**config.mk**
```make
export PLATFORM = sky130hd
export DESIGN_NAME = emt_core_ctrl
export DESIGN_NICKNAME = d
export VERILOG_FILES = /design/src/pkg/emt_pkg.sv /design/src/verilog/emt_refill.sv /design/src/verilog/emt_core_ctrl.sv
export SDC_FILE = /design/constraint.sdc
export NUM_CORES = 1
export LEC_CHECK = 0
export BUFFER_PORTS_ARGS = -buffer_cell sky130_fd_sc_hd__buf_2
export CORE_MARGIN = 2
export CORE_UTILIZATION = 54
export CTS_CLUSTER_DIAMETER = 40
export DETAILED_ROUTE_END_ITERATION = 8
export GPL_TIMING_DRIVEN = 1
export PLACE_DENSITY_LB_ADDON = 0.15
export SETUP_SLACK_MARGIN = 0.02
export SYNTH_ARGS = -nofsm -noshare
export SYNTH_HDL_FRONTEND = slang
export SYNTH_SLANG_ARGS = --single-unit
export TNS_END_PERCENT = 30
```
**constraint.sdc**
```tcl
create_clock -name core_clk -period 5.6 [get_ports core_clk]
set_clock_uncertainty 0.15 [all_clocks]
set_input_delay 0.28 -clock core_clk [delete_from_list [all_inputs] [get_ports core_clk]]
set_output_delay 0.28 -clock core_clk [all_outputs]
set_load 0.05 [all_outputs]
```
**src/pkg/emt_pkg.sv**
```systemverilog
/*
 package for the execution mode and timing controller: operation classes,
 operand forms, modes, states, cycle counts and the packed carriers.
 assumes a single core clock and an upstream decoder that classifies ops.
*/
package emt_pkg;

   localparam logic [1:0] REFILL_MIN    = 2'h1;
   localparam logic [1:0] REFILL_MAX    = 2'h3;
   localparam logic [7:0] SINGLE_CYCLES = 8'h01;
   localparam logic [7:0] BARRIER_MIN   = 8'h00;
   localparam int         LIST_W        = 16;

   typedef enum logic [1:0] {
      EMT_MODE_THREAD,
      EMT_MODE_HANDLER
   } emt_mode_t;

   typedef enum logic [1:0] {
      EMT_ST_NORMAL,
      EMT_ST_DEBUG
   } emt_state_t;

   typedef enum logic [3:0] {
      EMT_OP_MOVE_REG,
      EMT_OP_MOVE_WIDE_IMMEDIATE,
      EMT_OP_MOVE_TOP_IMMEDIATE,
      EMT_OP_ADD,
      EMT_OP_ADD_CARRY,
      EMT_OP_FORM_ADDRESS,
      EMT_OP_SUBTRACT,
      EMT_OP_SUBTRACT_WITH_BORROW_OP,
      EMT_OP_REVERSE_SUBTRACT_OP,
      EMT_OP_MULTIPLY_OP,
      EMT_OP_PC_WRITE,
      EMT_OP_DATA_MEMORY_BARRIER,
      EMT_OP_DATA_SYNC_BARRIER,
      EMT_OP_INSTRUCTION_SYNC_BARRIER,
      EMT_OP_MULTI_XFER,
      EMT_OP_WAIT_EVENT
   } emt_op_t;

   typedef enum logic [1:0] {
      EMT_OPND_REG,
      EMT_OPND_REG_SHIFT_IMM,
      EMT_OPND_REG_SHIFT_REG,
      EMT_OPND_IMM
   } emt_opnd_t;

   // one issued instruction from the decoder
   typedef struct packed {
      logic              valid;
      emt_op_t           op;
      emt_opnd_t         opnd;
      logic              wide;        // 32-bit encoding
      logic [31:0]       pc;
      logic [31:0]       target;      // branch target for pc writes
      logic              spec_hit;    // target speculated early
      logic [LIST_W-1:0] reg_list;    // includes pc and lr bits
      logic              barrier_busy;
   } emt_issue_t;

   // mode, privilege and state seen by the rest of the core
   typedef struct packed {
      emt_mode_t  mode;
      logic       privileged;
      emt_state_t state;
      logic       align_fault;
      logic       opnd_ok;
   } emt_status_t;

endpackage

```
**src/verilog/emt_refill.sv**
```systemverilog
/*
 emt_refill: pipeline refill cost from target alignment, width and
 whether the fetch unit speculated the target early.
 assumes target and wide are stable while start is asserted.
*/
`timescale 1ns/1ps
module emt_refill (
   // clock and reset
   input  wire logic        core_clk,
   input  wire logic        rstn,
   // request
   input  wire logic        start,
   input  wire logic [31:0] target,
   input  wire logic        wide,
   input  wire logic        spec_hit,
   // result
   output logic [1:0]       cost
);

   typedef struct packed {
      logic [1:0] cost;
   } emt_refill_state_t;

   emt_refill_state_t cur_ff;
   emt_refill_state_t nxt_cur;

   always_comb begin
      nxt_cur = cur_ff;
      if (start) begin
         // speculated targets are already on the way: cheapest refill
         if (spec_hit)
            nxt_cur.cost = emt_pkg::REFILL_MIN;
         else if (wide && target[1])
            // a wide op straddling words needs a second fetch
            nxt_cur.cost = emt_pkg::REFILL_MAX;
         else
            nxt_cur.cost = emt_pkg::REFILL_MIN + 2'h1;
      end
   end

   always_ff @(posedge core_clk or negedge rstn) begin
      if (!rstn)
         cur_ff <= '{cost: emt_pkg::REFILL_MIN};
      else
         cur_ff <= nxt_cur;
   end

   assign cost = cur_ff.cost;

endmodule // emt_refill

```
**src/verilog/emt_core_ctrl.sv**
```systemverilog
/*
 emt_core_ctrl: operating mode, privilege, execution state and the
 cycle cost sequencer for each issued instruction.
 assumes one issue at a time, taken only while issue_ready is high, and
 mem_wait from the memory system high for each stalled cycle.
*/
`timescale 1ns/1ps
module emt_core_ctrl #(
   parameter int LIST_W = emt_pkg::LIST_W
) (
   // clock and reset
   input  wire logic               core_clk,
   input  wire logic               rstn,
   // issue from decoder
   input  wire emt_pkg::emt_issue_t issue,
   // exception and debug control
   input  wire logic               exc_take,
   input  wire logic               exc_return,
   input  wire logic               set_unpriv,
   input  wire logic               halt_req,
   input  wire logic               resume_req,
   // memory and event
   input  wire logic               mem_wait,
   input  wire logic               event_seen,
   // outputs
   output logic                    issue_ready,
   output logic                    retire,
   output logic [7:0]              last_cycles,
   output emt_pkg::emt_status_t    status
);

   typedef enum {
      SEQ_IDLE,
      SEQ_EXEC,
      SEQ_REFILL,
      SEQ_WAIT_EVENT
   } emt_seq_t;

   typedef struct packed {
      emt_pkg::emt_status_t status;
      logic                 thread_priv;
      emt_seq_t             seq;
      logic [7:0]           remain;
      logic [7:0]           count;
      logic [7:0]           last_cycles;
      logic                 retire;
      logic                 ready;
      logic                 isb_pend;
   } emt_ctrl_state_t;

   emt_ctrl_state_t cur_ff;
   emt_ctrl_state_t nxt_cur;
   logic [1:0]      refill_cost;
   logic            refill_start;

   function automatic logic [7:0] list_count(input logic [LIST_W-1:0] l);
      logic [7:0] n;
      n = 8'h00;
      for (int i = 0; i < LIST_W; i++)
         n = n + {7'h00, l[i]};
      return n;
   endfunction

   // saturating: a very long event wait reads back as 255
   function automatic logic [7:0] inc_sat(input logic [7:0] v);
      return (v == 8'hFF) ? v : v + 8'h01;
   endfunction

   // fixed-operand ops take one form only; ops that accept the
   // flexible second operand take all four
   function automatic logic opnd_legal(input emt_pkg::emt_op_t   op,
                                       input emt_pkg::emt_opnd_t f);
      case (op)
         emt_pkg::EMT_OP_MOVE_WIDE_IMMEDIATE,
         emt_pkg::EMT_OP_MOVE_TOP_IMMEDIATE,
         emt_pkg::EMT_OP_FORM_ADDRESS:
            return f == emt_pkg::EMT_OPND_IMM;
         emt_pkg::EMT_OP_MULTIPLY_OP,
         emt_pkg::EMT_OP_PC_WRITE:
            return f == emt_pkg::EMT_OPND_REG;
         default:
            return 1'b1;
      endcase
   endfunction

   // refill cost is worked out once, at the edge that takes the op
   assign refill_start = issue.valid && cur_ff.ready &&
                         (issue.op == emt_pkg::EMT_OP_PC_WRITE ||
                          issue.op == emt_pkg::EMT_OP_INSTRUCTION_SYNC_BARRIER);

   emt_refill u_refill (
      .core_clk (core_clk),
      .rstn     (rstn),
      .start    (refill_start),
      .target   (issue.target),
      .wide     (issue.wide),
      .spec_hit (issue.spec_hit),
      .cost     (refill_cost)
   );

   always_comb begin
      nxt_cur = cur_ff;
      nxt_cur.retire = 1'b0;

      // mode and privilege
      if (exc_take) begin
         nxt_cur.status.mode = emt_pkg::EMT_MODE_HANDLER;
      end else if (exc_return) begin
         nxt_cur.status.mode = emt_pkg::EMT_MODE_THREAD;
      end
      if (set_unpriv)
         nxt_cur.thread_priv = 1'b0;
      nxt_cur.status.privileged =
         (nxt_cur.status.mode == emt_pkg::EMT_MODE_HANDLER) ||
         nxt_cur.thread_priv;

      // halting debug: an op in flight still runs on to retire, nothing new is taken
      if (halt_req)
         nxt_cur.status.state = emt_pkg::EMT_ST_DEBUG;
      else if (resume_req)
         nxt_cur.status.state = emt_pkg::EMT_ST_NORMAL;

      case (cur_ff.seq)
         SEQ_IDLE: begin
            if (issue.valid && cur_ff.ready) begin
               // halfword alignment only; wide ops may straddle words
               nxt_cur.status.align_fault = issue.pc[0];
               nxt_cur.status.opnd_ok =
                  opnd_legal(issue.op, issue.opnd);
               nxt_cur.count = 8'h00;
               nxt_cur.isb_pend = 1'b0;
               case (issue.op)
                  emt_pkg::EMT_OP_PC_WRITE: begin
                     nxt_cur.remain = emt_pkg::SINGLE_CYCLES;
                     nxt_cur.isb_pend = 1'b1;
                  end
                  // barrier_busy is not looked at: barriers take the minimum
                  emt_pkg::EMT_OP_DATA_MEMORY_BARRIER,
                  emt_pkg::EMT_OP_DATA_SYNC_BARRIER:
                     nxt_cur.remain = emt_pkg::BARRIER_MIN;
                  emt_pkg::EMT_OP_INSTRUCTION_SYNC_BARRIER: begin
                     nxt_cur.remain = emt_pkg::BARRIER_MIN;
                     nxt_cur.isb_pend = 1'b1;
                  end
                  emt_pkg::EMT_OP_MULTI_XFER:
                     nxt_cur.remain = list_count(issue.reg_list);
                  emt_pkg::EMT_OP_WAIT_EVENT:
                     nxt_cur.remain = emt_pkg::SINGLE_CYCLES;
                  default:
                     nxt_cur.remain = emt_pkg::SINGLE_CYCLES;
               endcase
               nxt_cur.seq = (issue.op == emt_pkg::EMT_OP_WAIT_EVENT) ?
                             SEQ_WAIT_EVENT : SEQ_EXEC;
               nxt_cur.ready = 1'b0;
            end
         end
         SEQ_WAIT_EVENT: begin
            nxt_cur.count = inc_sat(cur_ff.count);
            if (event_seen)
               nxt_cur.seq = SEQ_EXEC;
         end
         SEQ_EXEC: begin
            if (mem_wait) begin
               // a stalled cycle leaves remain alone but still counts
               nxt_cur.count = inc_sat(cur_ff.count);
            end else if (cur_ff.remain != 8'h00) begin
               nxt_cur.remain = cur_ff.remain - 8'h01;
               nxt_cur.count = inc_sat(cur_ff.count);
            end else if (cur_ff.isb_pend) begin
               // cost was latched at the taking edge, one edge earlier for isb, two for pc writes
               nxt_cur.remain = {6'h00, refill_cost};
               nxt_cur.isb_pend = 1'b0;
               nxt_cur.seq = SEQ_REFILL;
            end else begin
               nxt_cur.last_cycles = cur_ff.count;
               nxt_cur.retire = 1'b1;
               nxt_cur.ready = 1'b1;
               nxt_cur.seq = SEQ_IDLE;
            end
         end
         SEQ_REFILL: begin
            if (mem_wait) begin
               nxt_cur.count = inc_sat(cur_ff.count);
            end else if (cur_ff.remain != 8'h00) begin
               nxt_cur.remain = cur_ff.remain - 8'h01;
               nxt_cur.count = inc_sat(cur_ff.count);
            end else begin
               nxt_cur.last_cycles = cur_ff.count;
               nxt_cur.retire = 1'b1;
               nxt_cur.ready = 1'b1;
               nxt_cur.seq = SEQ_IDLE;
            end
         end
         default: nxt_cur.seq = SEQ_IDLE;
      endcase

      // debug state holds off new issue
      if (nxt_cur.status.state == emt_pkg::EMT_ST_DEBUG)
         nxt_cur.ready = 1'b0;
      else if (nxt_cur.seq == SEQ_IDLE)
         nxt_cur.ready = 1'b1;
   end

   // reset leaves a privileged thread in normal state, ready to issue
   always_ff @(posedge core_clk or negedge rstn) begin
      if (!rstn) begin
         cur_ff <= '0;
         cur_ff.status.mode <= emt_pkg::EMT_MODE_THREAD;
         cur_ff.status.privileged <= 1'b1;
         cur_ff.status.state <= emt_pkg::EMT_ST_NORMAL;
         cur_ff.thread_priv <= 1'b1;
         cur_ff.seq <= SEQ_IDLE;
         cur_ff.ready <= 1'b1;
      end else begin
         cur_ff <= nxt_cur;
      end
   end

   assign issue_ready = cur_ff.ready;
   assign retire      = cur_ff.retire;
   assign last_cycles = cur_ff.last_cycles;
   assign status      = cur_ff.status;

endmodule // emt_core_ctrl

```
Yosys cells after proc, flatten, opt, wreduce, memory -nomap -nowiden

Index checks and enable logic that the tools add are counted.

Register bits: 69
Input bits: 99
Output and inout bits: 17
Logic and storage cells: 127

Add/sub/neg operators: 17
Eq/ne operators: 33
Mux-type cells: 39
Reduce and logical (&&, ||, !) cells: 24

Operators by type and width:

| kind                | number |
|---|---|
| $pmux 32 s4         | 1 |
| $mux 32             | 3 |
| $mux 40             | 2 |
| $add 8x1->8         | 8 |
| $eq 32x2->1 const B | 2 |
| $logic_not 32->1    | 2 |
| $mux 48             | 1 |
| $mux 8              | 6 |
| $eq 32x1->1 const B | 1 |
| $pmux 8 s4          | 1 |
| $mux 10             | 3 |
| $eq 4x4->1 const B  | 7 |
| $ne 4x4->1 const B  | 6 |
| $pmux 8 s3          | 1 |
| $mux 11             | 2 |
| $pmux 9 s2          | 1 |
| $mux 16             | 1 |
| $mux 2              | 8 |
| $pmux 8 s2          | 1 |
| $ne 2x2->1 const B  | 7 |
| $reduce_and 6->1    | 2 |
| $ne 3x3->1 const B  | 3 |
| $add 7x1->8         | 1 |
| $add 8x1->8 const B | 1 |
| 29 further kinds    | 42 |

Depth between registers and ports, before layout

Gate-level depths: netlist (run 1).

Depth after elaboration: 21
Mapped depth: 15
Mapped depth without buffers: 15

Cells and area by module

Synthesis (run 1) repeated with hierarchy kept, for this count alone.

Cells, all modules: 321
Area total of the unflattened synthesis: 3,567.2 um2

By module, submodules not included:

| module        | instances | cells an instance | area an instance (um2) | sequential area each (um2) |
|---|---|---|---|---|
| emt_core_ctrl | 1         | 314               | 3,488.3                | 1,680.4 |
| emt_refill    | 1         | 7                 | 78.8                   | 51.3 |

Worst setup path after synthesis (run 1)

OpenSTA, ideal clock, no wires.

Kind: input to register
From: input issue[12] (netlist name)
To: register cur_ff[23] (netlist name)
Setup time: 104 ps
Arrival time: 3,629 ps
Data required time: 5,346 ps
Slack: 1,717 ps
Stages: 15
Path buffers: 0
Cells stage by stage: fa_1 > inv_1 > fa_1 > inv_1 > fa_1 > inv_1 > fa_1 > inv_1 > ha_1 > inv_1 > fa_1 > inv_1 > a21oi_1 > or3b_2 > o311ai_1

Cells in the longest elaborated chain, start to end: 8

RTL lines:

| item                     | line                 | source |
|---|---|---|
| start, declared          | emt_core_ctrl.sv:15  | `input wire emt_pkg::emt_issue_t issue,` |
| $add 8x1->8 (5 in a row) | emt_core_ctrl.sv:60  | `n = n + {7'h00, l[i]};` |
| $pmux 8 s2               | emt_core_ctrl.sv:132 | `case (issue.op)` |
| $mux 48                  | emt_core_ctrl.sv:125 | `if (issue.valid && cur_ff.ready) begin` |
| $pmux 8 s3               | emt_core_ctrl.sv:123 | `case (cur_ff.seq)` |
| end signal, assigned     | emt_core_ctrl.sv:215 | `cur_ff <= nxt_cur;` |
| end, declared            | emt_core_ctrl.sv:51  | `emt_ctrl_state_t cur_ff;` |

Every way passes these cells. The select of a mux whose other input is x is not followed.
A chain may end at the register's enable or synchronous reset.

Final worst setup path (run 1)

Same ends and word-level chain as after synthesis.

==> impl_summary.log, run 1 <==
INFO  metric drcViolationCount = 0
INFO  metric cts_buffers = 9
INFO  metric grt_first_pass_wirelength = around 11000 um
INFO  metric initial_core_util = roughly 55%
INFO  metric layout_min_cycle_time = roughly 3800 ps
INFO  metric area_taken_by_multi_input_logic_gates = 1560 um^2
INFO  metric final.setup.tns = 0 ps
INFO  metric final.fill_count = slightly above 500
INFO  metric htreeDepth = 3
INFO  metric layout-drive-gt1-share = 24.8%
INFO  metric ios = 116
INFO  metric layout.cells.most_common = dfrtp_1
INFO  metric area_of_the_mapped_netlist = between 3000 and 4000 um^2
INFO  metric timing.critical_path.from_type = input port
INFO  metric clock-sinks = roughly 70
INFO  metric critPathRequiredTime = between 5000 and 6000 ps
INFO  metric initial_antenna_violation_count = 0
INFO  metric timing_hold_violations_final = 0
INFO  metric critPathSlowestCell = fa_1
INFO  metric critPathArrivalTime = approximately 3900 ps
INFO  metric drtPass1Iterations = 5
INFO  metric synth_edf_count = 0
INFO  metric worst_slew_pin_slew = roughly 830 ps
INFO  metric routedWlPerCell = about 13 um
INFO  metric final_cell_mix = dfrtp_1 (65), buf_2 (52), inv_1 (30), conb_1 (30), o21ai_0 (21)
INFO  metric ys_async_sr_fraction = between 90% and 100%
INFO  metric global_route.overflow_total = 0
INFO  metric grt_setup_unrepaired = false
INFO  metric syn_area_per_cell = around 11 um^2
INFO  metric finalCoreUtilization = 66.3%
INFO  metric synth_cell_type_count = 59
INFO  metric gr-max-usage-layer = met2
INFO  metric gr-usage-all-layers = approximately a fifth
INFO  metric finish.net_count = 510
INFO  metric critPathMaxStageDelay = about 530 ps
INFO  metric die_area = just over 7000 um^2
INFO  metric timing.setup.critical_path_class = input port to flop
INFO  metric netlist_instances = about 310
INFO  metric post_cts.repair.setup_buffers = 0
INFO  metric core_area = between 6000 and 7000 um^2
INFO  metric grt.met1_usage = ~27%
INFO  metric worst_path_dominant_cell_family = adder cells
INFO  metric postSynth.topFlopCell = dfrtp_1
INFO  metric routed_wirelength = about 6000 um
INFO  metric antennaDiodeCount = 0
INFO  metric timing.critical_path.to_type = flop
INFO  metric clock_path_buffers = 2
INFO  metric globalplace.congestion = 0.843
INFO  metric grt_pass1_vias = 2395
INFO  metric status = completed
INFO  metric row_count = 29
INFO  metric timing.final.setup_violations = 0
INFO  metric hp-class = input port to flop
INFO  metric clkLatencyLatePin = between 300 and 400 ps
INFO  metric slew_headroom = 44.5%
INFO  metric ys_warn_count = 0
INFO  metric syn2layout_area_growth = 20.7%
INFO  metric ant_nets = 0
INFO  metric ctsRootBufferMaster = clkbuf_8
INFO  metric worstPathCellList = buf_2 > fa_1 > inv_1 > fa_1 > inv_1 > fa_1 > inv_1 > fa_1 > inv_1 > ha_1 > inv_1 > fa_1 > inv_1 > a21oi_1 > or3b_2 > o311ai_1
INFO  metric p_leak = around 2.0 nW
INFO  metric io_buffers = 52
INFO  metric cp_num_buf_inv = 7
INFO  metric detailroute.via_count = between 2000 and 2500
INFO  metric post_cts_resized = 0
INFO  metric route.detailed.vias_per_inst = ~5.1
INFO  metric final-max-slew-violation-count = 0
INFO  metric grt.met3_usage = around 5.6%
INFO  metric maxCapViolations = 0
INFO  metric layout.area.seq = approximately 1700 um^2
INFO  metric die_width = 83.9 um
INFO  metric groute.layer.met2.usage = between 20% and 30%
INFO  metric achievable-frequency = roughly 260 MHz
INFO  metric fin_crit_sh = roughly two thirds
INFO  metric die_height = 83.9 um
INFO  metric synth_sequential_area_ratio = between 50% and 60%
INFO  metric postSynthRegisterBits = 69
INFO  metric timing.critical_path.fanout_max = 2
INFO  metric maximum_ir_drop_on_the_vdd_rail = 204 uV
INFO  metric worst_path_most_repeated_cell = inv_1
INFO  metric detailed_place_hpwl = 4230 um
INFO  metric clkSlewWorstSetupHoldPaths = about 70 ps
INFO  metric cts_tree = yes
INFO  metric powerDensity = about 310 nW/um^2
INFO  metric grt_start_max_net_pins = 70
INFO  metric drt_iter0_markers = approximately 150
-- sequential cells by signal, indices dropped and copies added, names as in the netlist --
name           cells
issue_ready        1
retire             1
u_refill.cost      2
cur_ff            50
status             7
last_cycles        8
-- cells in the mapped netlist, types with 4 or more instances --
master / instances / area, um^2
o31ai_1: 5 / 37.5
nand2_1: 15 / 56.3
buf_4: 15 / 113
a21oi_1: 13 / 65.1
mux2_2: 7 / 78.8
o21ai_0: 21 / 105
nand4_1: 5 / 31.3
xor2_1: 5 / 43.8
buf_2: 4 / 20.0
dfrtp_1: 65 / 1630
nand3_1: 5 / 25.0
or4_1: 5 / 37.5
nor4_1: 7 / 43.8
nor3_1: 9 / 45.0
nand2b_1: 7 / 43.8
inv_1: 30 / 113
ha_1: 7 / 87.6
fa_1: 10 / 200
nor2_1: 19 / 71.3
dfstp_2: 4 / 105
-- metrics by stage --
| stage | setup WS (ps) | power [mW] | cell area [um^2] | hold slack, ps | instances |
|---|---|---|---|---|---|
| 2_1_floorplan | 1720 | 0.659 | 3560 | -166 | 342 |
| 3_3_place_gp | 1460 | 0.709 | 3770 | 261 | 450 |
| 3_5_place_dp | 1420 | 0.714 | 3770 | 273 | 450 |
| 4_1_cts | 1800 | 1.31 | 4160 | 104 | 476 |
| 5_1_grt | 1630 | 1.36 | 4160 | 150 | 476 |
| 6_report | 1800 | 1.29 | 4160 | 116 | 476 |
-- report_power, final --
| group | total (mW) | switching, mW | internal, mW |
|---|---|---|---|
| Combinational | 0.185 | 0.105 | 0.0799 |
| Sequential | 0.523 | 0.00622 | 0.517 |
| Clock | 0.579 | 0.190 | 0.389 |
-- final timing paths --
path                                             from                            to  slack [ps]  cells after the start
min in group asynchronous                        rstn        cur_ff[16]$_DFFE_PN0P_         500                      3
setup reg to reg               cur_ff[19]$_DFFE_PN0P_    last_cycles[4]$_DFFE_PN0P_        2820                      8
max in group asynchronous                        rstn        cur_ff[26]$_DFFE_PN0P_        4250                      3
hold / removal                              issue[19]  u_refill.cost[0]$_DFFE_PN1P_         120                      3
setup / recovery                            issue[12]        cur_ff[23]$_DFFE_PN0P_        1800                     16
hold reg to reg            last_cycles[6]$_DFFE_PN0P_    last_cycles[6]$_DFFE_PN0P_         330                      1
-- timing repair --
| action | CTS | global route |
|---|---|---|
| endpoints found under the setup margin | 0 | 0 |
| endpoints found under the hold margin | 18 | 0 |
| hold buffers | 10 | 0 |
-- worst register-to-register path, delay by kind of cell (launching register included) --
kind / cells / cell delay [ps]
adder cells (fa/ha/maj): 1 / 190
AND/OR/NAND/NOR: 5 / 1440
flip-flops: 1 / 410
multiplexers: 1 / 380
buffers and inverters: 1 / 100
-- logic make-up after synthesis --
family | synth area share [%]
XOR/XNOR | 1.27
buffers and inverters | 7.66
other | 0.109
flip-flops | 50.2
adder cells (fa/ha/maj) | 8.35
AO/OA/AOI/OAI | 12.0
AND/OR/NAND/NOR | 17.2
multiplexers | 3.23
-- final cells by class --
cell class | count | share of cell area [%]
multi-input cells | 221 | 37.5
repair buffers | 63 | 8.84
flip-flops and latches | 69 | 41.6
clock inverters | 7 | 4.03
clock buffers | 9 | 2.98
inverters | 30 | 2.71
well taps | 77 | 2.32
-- metal layers --
metal / vias to the layer above / part of all wire, %
met3: 10 / 5.1
met5: - / 0
met2: 63 / 47
met1: 1139 / 47
li1: 1216 / -
met4: 0 / 1.4
(Power assumes the default switching activity.)
==> inputs of run 2 (changes only) <==
- CORE_UTILIZATION: 54 -> 50
- clock period: 5.6 -> 3.7 ns (I/O delays scaled with it)
==> run 2 against run 1 <==
Clock power grew 0.9%. Global-route usage down 1.7 points. Cell count is 0.84% higher. Sequential share of layout area up 0.84 points. Count of clock-buffer cells in the layout rose by 2. Critical endpoint unchanged.
==> impl_summary.log, run 2 (same netlist as run 1, synthesis figures left out) <==
INFO  metric status = completed
INFO  metric global_route.overflow_total = 0 (unchanged)
INFO  metric ff2ff_setup_slack = 920 ps (-1900 ps)
INFO  metric ios = 116 (unchanged)
INFO  metric fin_crit_sh = 95.7%
INFO  metric htreeDepth = 3 (unchanged)
INFO  metric critPathArrivalTime = 3620 ps (-280 ps)
INFO  metric grt_first_pass_wirelength = 10400 um (-5.2%)
INFO  metric drt_iter0_markers = 152 (+4.8%)
INFO  metric grt_pass1_vias = 2398 (+0.13%)
INFO  metric layout.cells.most_common = dfrtp_1
INFO  metric final.setup.worst_slack = 160 ps (-1640 ps)
INFO  metric initial_core_util = 51.3% (-3.6 points)
INFO  metric critPathMaxStageDelay = 520 ps (about the same)
INFO  metric p_leak = 1.99 nW (-1.9%)
INFO  metric timing.critical_path.to_type = flop
INFO  metric detailroute.via_count = 2439 (+0.45%)
INFO  metric timing.critical_path.from_type = input port
INFO  metric syn2layout_area_growth = 18.3%
INFO  metric achievable-frequency = 282 MHz
INFO  metric grt_start_max_net_pins = 41 (-41%)
INFO  metric detailed_place_hpwl = 4470 um (+5.5%)
INFO  metric initial_antenna_violation_count = 0 (unchanged)
INFO  metric timing_hold_violations_final = 0 (unchanged)
INFO  metric routedWlPerCell = 12.6 um (-2.0%)
INFO  metric worst_slew_pin_slew = 673 ps (-159 ps)
INFO  metric grt_setup_unrepaired = false
INFO  metric drtPass1Iterations = 4 (-1)
INFO  metric post_cts_resized = 0 (unchanged)
INFO  metric critPathSlowestCell = fa_1
INFO  metric route.detailed.vias_per_inst = 5.08 (-0.38%)
INFO  metric row_count = 30 (+3.4%)
INFO  metric max_ffs_per_register = 50 (unchanged)
INFO  metric regMostFlops = cur_ff
INFO  metric cts_tree = yes
INFO  metric final-max-slew-violation-count = 0 (unchanged)
INFO  metric worstPathCellList = buf_2 > fa_1 > inv_1 > fa_1 > inv_1 > fa_1 > inv_1 > fa_1 > inv_1 > ha_1 > inv_1 > fa_2 > inv_1 > a21oi_1 > or3b_2 > o311ai_1
INFO  metric powerDensity = 411 nW/um^2 (+33%)
INFO  metric ctsRootBufferMaster = clkbuf_8
INFO  metric die_width = 87.0 um (+3.7%)
INFO  metric die_height = 87.0 um (+3.7%)
INFO  metric critPathRequiredTime = 3780 ps (-1910 ps)
INFO  metric gr-usage-all-layers = 17.9% (-1.7 points)
INFO  metric total_power = 1.68 mW (+30%)
INFO  metric worst_path_most_repeated_cell = inv_1
INFO  metric timing.final.setup_violations = 0 (unchanged)
INFO  metric hp-class = input port to flop
INFO  metric pre_cts_ws = -207 ps (-1630 ps)
INFO  metric timing.critical_path.fanout_max = 2 (unchanged)
INFO  metric finish.net_count = 512 (+0.39%)
INFO  metric core_area = 6720 um^2 (+7.0%)
INFO  metric die_area = 7580 um^2 (+7.6%)
INFO  metric timing.setup.critical_path_class = input port to flop
INFO  metric io_buffers = 52 (unchanged)
INFO  metric clock_path_buffers = 2 (unchanged)
INFO  metric cts_buffers = 9 (unchanged)
INFO  metric clock-sinks = 69 (unchanged)
INFO  metric clkLatencyLatePin = 340 ps (about the same)
INFO  metric final.setup.tns = 0 ps (unchanged)
INFO  metric clkSlewWorstSetupHoldPaths = 70 ps (about the same)
INFO  metric ant_nets = 0 (unchanged)
INFO  metric maximum_ir_drop_on_the_vdd_rail = 239 uV (+17%)
INFO  metric finalCoreUtilization = 60.7% (-5.6 points)
INFO  metric final_cell_mix = dfrtp_1 (65), buf_2 (52), inv_1 (30), conb_1 (30), o21ai_0 (21)
INFO  metric slew_headroom = 55.1% (+11 points)
INFO  metric globalplace.congestion = 0.829 (-1.6%)
INFO  metric antennaDiodeCount = 0 (unchanged)
INFO  metric maxCapViolations = 0 (unchanged)
INFO  metric drcViolationCount = 0 (unchanged)
INFO  metric layout_min_cycle_time = between 3000 and 4000 ps
INFO  metric routed_wirelength = 6050 um (-1.1%)
INFO  metric layout-drive-gt1-share = 25.3% (+0.44 points)
==> run 2: final timing paths <==
check | end | startpoint | cells past startpoint
min in group asynchronous | last_cycles[5]$_DFFE_PN0P_ | rstn | 2
min reg2reg | last_cycles[2]$_DFFE_PN0P_ | last_cycles[2]$_DFFE_PN0P_ | 1
max | cur_ff[23]$_DFFE_PN0P_ | issue[12] | 16
min | u_refill.cost[0]$_DFFE_PN1P_ | issue[19] | 3
max reg2reg | last_cycles[0]$_DFFE_PN0P_ | cur_ff[19]$_DFFE_PN0P_ | 8
max in group asynchronous | cur_ff[59]$_DFF_PN1_ | rstn | 3
==> run 2: cell type report <==
type	instances	area, um^2
multi-input combinational	221	1560
clock inverter	4	48.8
inverter	30	113
fill	568	2640
clock buffer	11	141
timing repair buffer	65	380
tap	80	100
sequential	69	1730
==> run 2: where the power goes <==
part	leakage, nW	internal, mW	switching (mW)	total, mW
Clock	0.0992	0.325	0.259	0.584
Sequential	0.863	0.783	0.00981	0.792
Combinational	1.03	0.138	0.164	0.302
==> run 2: per-layer routing <==
| layer | up-vias | track usage, % | routed length [um] |
|---|---|---|---|
| li1 | 1227 | - | - |
| met1 | 1145 | 22.5 | 2740 |
| met2 | 63 | 28.3 | 2920 |
| met3 | 4 | 6.07 | 342 |
| met4 | 0 | 7.10 | 50 |
| met5 | - | 0 | 0 |
==> run 2: per-stage QoR <==
stage | hold WS, ps | std cells | area [um^2]
finish | 41.1 | 480 | 4080
global route | 46.1 | 480 | 4080
CTS | 22.4 | 480 | 4080
detailed placement | 112 | 456 | 3800
global placement | 112 | 456 | 3800
floorplan | -261 | 342 | 3560
==> run 2: repair_timing <==
action | CTS | global route
hold buffers | 9 | 0
endpoints found under the hold margin | 37 | 0
buffers inserted | 0 | 0
==> run 2: critical path, delay by kind of cell <==
kind,cells,cell delay [ps]
AO/OA/AOI/OAI,2,140
AND/OR/NAND/NOR,1,460
buffers and inverters,7,430
adder cells (fa/ha/maj),6,2390
==> inputs of run 3 (changes only) <==
- CAP_MARGIN: default -> 10
- PLACE_DENSITY: default -> 0.79
- PLACE_DENSITY_LB_ADDON: 0.15 -> default
==> run 3 against run 2 <==
Fmax barely moved. Sequential power barely moved. Clock power is 20% higher. Non-clock buffer count rose by 1. Power rose by 8.0%. Register-to-register slack got worse by 20 ps. Combinational power up 7.0%. Sequential share of layout area shrank 0.63 points. Routed wire length rose by 3.5%. Sequential cell count is the same. Via count increased by 1.8%. Critical path type unchanged. Highest routed layer unchanged.
==> impl_summary.log, run 3 (same netlist as run 1, synthesis figures left out) <==
INFO  metric max_ffs_per_register = 50 (unchanged)
INFO  metric detailroute.via_count = 2483 (+1.8%)
INFO  metric timing.final.setup_violations = 0 (unchanged)
INFO  metric clkLatencyLatePin = 350 ps (about the same)
INFO  metric instances_no_fill = 482 (+0.42%)
INFO  metric ctsRootBufferMaster = clkbuf_8
INFO  metric comb_power_share = 17.8% (-0.2 points)
INFO  metric p_leak = 2.01 nW (+0.94%)
INFO  metric drcViolationCount = 0 (unchanged)
INFO  metric hp-class = input port to flop
INFO  metric finish.net_count = 513 (+0.20%)
INFO  metric power.share.clock = 38.5% (+3.7 points)
INFO  metric finalCoreUtilization = 61.6% (+0.91 points)
INFO  metric drtPass1Iterations = 4 (unchanged)
INFO  metric antennaDiodeCount = 0 (unchanged)
INFO  metric maxCapViolations = 0 (unchanged)
INFO  metric layout.cells.most_common = dfrtp_1
INFO  metric fin_crit_sh = 95.6% (about the same)
INFO  metric timing.critical_path.to_type = flop
INFO  metric placedCellCount = 455 (-0.22%)
INFO  metric cts_buffers = 9 (unchanged)
INFO  metric htreeDepth = 3 (unchanged)
INFO  metric grt_start_max_net_pins = 31 (-24%)
INFO  metric slew_headroom = 50.5% (-4.6 points)
INFO  metric globalplace.congestion = 0.857 (+3.4%)
INFO  metric ant_nets = 0 (unchanged)
INFO  metric worst_slew_pin_slew = 738 ps (+65.2 ps)
INFO  metric cts_tree = yes
INFO  metric syn2layout_area_growth = 20.1%
INFO  metric global_route.overflow_total = 0 (unchanged)
INFO  metric powerDensity = 438 nW/um^2 (+6.4%)
INFO  metric drt_iter0_markers = 221 (+45%)
INFO  metric p_int = 1.33 mW (+6.4%)
INFO  metric gr-usage-all-layers = 18.9% (+1.0 points)
INFO  metric net-switching-power = 0.488 mW (+13%)
INFO  metric final_cell_mix = dfrtp_1 (65), buf_2 (52), conb_1 (30)
INFO  metric initial_core_util = 51.3% (unchanged)
INFO  metric pre_cts_ws = -241 ps (-34.4 ps)
INFO  metric p_sw_share = 26.9% (+1.1 points)
INFO  metric total_power = 1.81 mW (+8.0%)
INFO  metric route.detailed.vias_per_inst = 5.15 (+1.4%)
INFO  metric layout_min_cycle_time = 3540 ps (-2.74 ps)
INFO  metric clock_path_buffers = 2 (unchanged)
INFO  metric routed_wirelength = 6260 um (+3.5%)
INFO  metric core_area = 6720 um^2 (unchanged)
INFO  metric die_width = 87.0 um (unchanged)
INFO  metric power_frac_seq = 43.7% (-3.5 points)
INFO  metric die_area = 7580 um^2 (unchanged)
INFO  metric clock-sinks = 69 (unchanged)
INFO  metric achievable-frequency = 283 MHz (about the same)
INFO  metric timing_hold_violations_final = 0 (unchanged)
INFO  metric grt_setup_unrepaired = false
INFO  metric ios = 116 (unchanged)
INFO  metric maximum_ir_drop_on_the_vdd_rail = 337 uV (+41%)
INFO  metric final.fill_count = 544 (-4.2%)
INFO  metric io_buffers = 52 (unchanged)
INFO  metric clkSlewWorstSetupHoldPaths = 80 ps (about the same)
INFO  metric timing.critical_path.fanout_max = 2 (unchanged)
INFO  metric status = completed
INFO  metric regMostFlops = cur_ff
INFO  metric final.setup.worst_slack = 162 ps (+2.74 ps)
INFO  metric layout-drive-gt1-share = 26.6% (+1.4 points)
INFO  metric final-max-slew-violation-count = 0 (unchanged)
INFO  metric die_height = 87.0 um (unchanged)
INFO  metric critPathRequiredTime = 3790 ps (about the same)
INFO  metric grt_first_pass_wirelength = 11000 um (+5.8%)
INFO  metric grt_pass1_vias = 2449 (+2.1%)
INFO  metric initial_antenna_violation_count = 0 (unchanged)
INFO  metric timing.critical_path.from_type = input port
INFO  metric routedWlPerCell = 13.0 um (+3.1%)
INFO  metric timing.setup.critical_path_class = input port to flop
INFO  metric row_count = 30 (unchanged)
INFO  metric critPathArrivalTime = 3630 ps (about the same)
INFO  metric detailed_place_hpwl = 4570 um (+2.2%)
run 3: layout make-up:
class	count	area (um^2)	share of cell area (%)
Clock buffer	9	124	2.99
Clock inverter	7	108	2.60
Multi-Input combinational cell	221	1580	38.1
Timing Repair Buffer	66	388	9.37
Tap cell	80	100	2.42
Sequential cell	69	1730	41.8
Inverter	30	113	2.72
run 3: worst max-delay path, cell delays in order:
cell	delay, ps
buf_2	110
fa_1	520
inv_1	50
fa_1	510
inv_2	40
fa_1	490
inv_1	50
fa_1	430
inv_1	70
ha_2	170
inv_1	60
fa_2	350
inv_1	60
a21oi_1	60
or3b_4	390
o311ai_2	80
run 3: power groups by stage:
stage	Clock, mW	Combinational (mW)	Sequential [mW]
2_1_floorplan	0	0.196	0.806
3_3_place_gp	0	0.290	0.805
3_5_place_dp	0	0.298	0.807
4_1_cts	0.714	0.309	0.792
5_1_grt	0.752	0.374	0.794
6_report	0.699	0.323	0.792
run 3: routing by layer:
| metal | GRT usage [%] | vias up | share of wire, % |
|---|---|---|---|
| li1 | - | 1223 | - |
| met1 | 24.2 | 1186 | 43 |
| met2 | 30.2 | 65 | 51 |
| met3 | 6.45 | 9 | 4.8 |
| met4 | 6.11 | 0 | 1.4 |
| met5 | 0 | - | 0 |
run 3: worst paths after layout:
path                                                   start                           end  slack [ps]  cells past startpoint
min in group asynchronous                               rstn    last_cycles[5]$_DFFE_PN0P_         250                      2
max in group asynchronous                               rstn           status[4]$_DFF_PN1_        2370                      3
worst min register to register  u_refill.cost[1]$_DFFE_PN0P_  u_refill.cost[1]$_DFFE_PN0P_         330                      2
worst max register to register        cur_ff[19]$_DFFE_PN0P_    last_cycles[4]$_DFFE_PN0P_         900                      8
worst max-delay path                               issue[12]        cur_ff[23]$_DFFE_PN0P_         160                     16
worst min-delay path                               issue[19]  u_refill.cost[0]$_DFFE_PN1P_           5                      3
run 3: per-stage QoR:
| stage | hold WS (ps) | instance area [um^2] | TNS [ps] |
|---|---|---|---|
| after detailed placement | 90.2 | 3790 | -435 |
| after global routing | 22.2 | 4140 | 0 |
| after floorplan | -261 | 3560 | 0 |
| after CTS | 0.0799 | 4110 | 0 |
| final | 4.51 | 4140 | 0 |
| after global placement | 81.1 | 3790 | -265 |
run 3: what timing repair did:
| action | in CTS | in global routing |
|---|---|---|
| endpoints found under the hold margin | 35 | 0 |
| setup buffers | 0 | 2 |
| resized for setup | 0 | 4 |
| hold buffers | 9 | 0 |
| setup endpoints to repair | 0 | 1 |
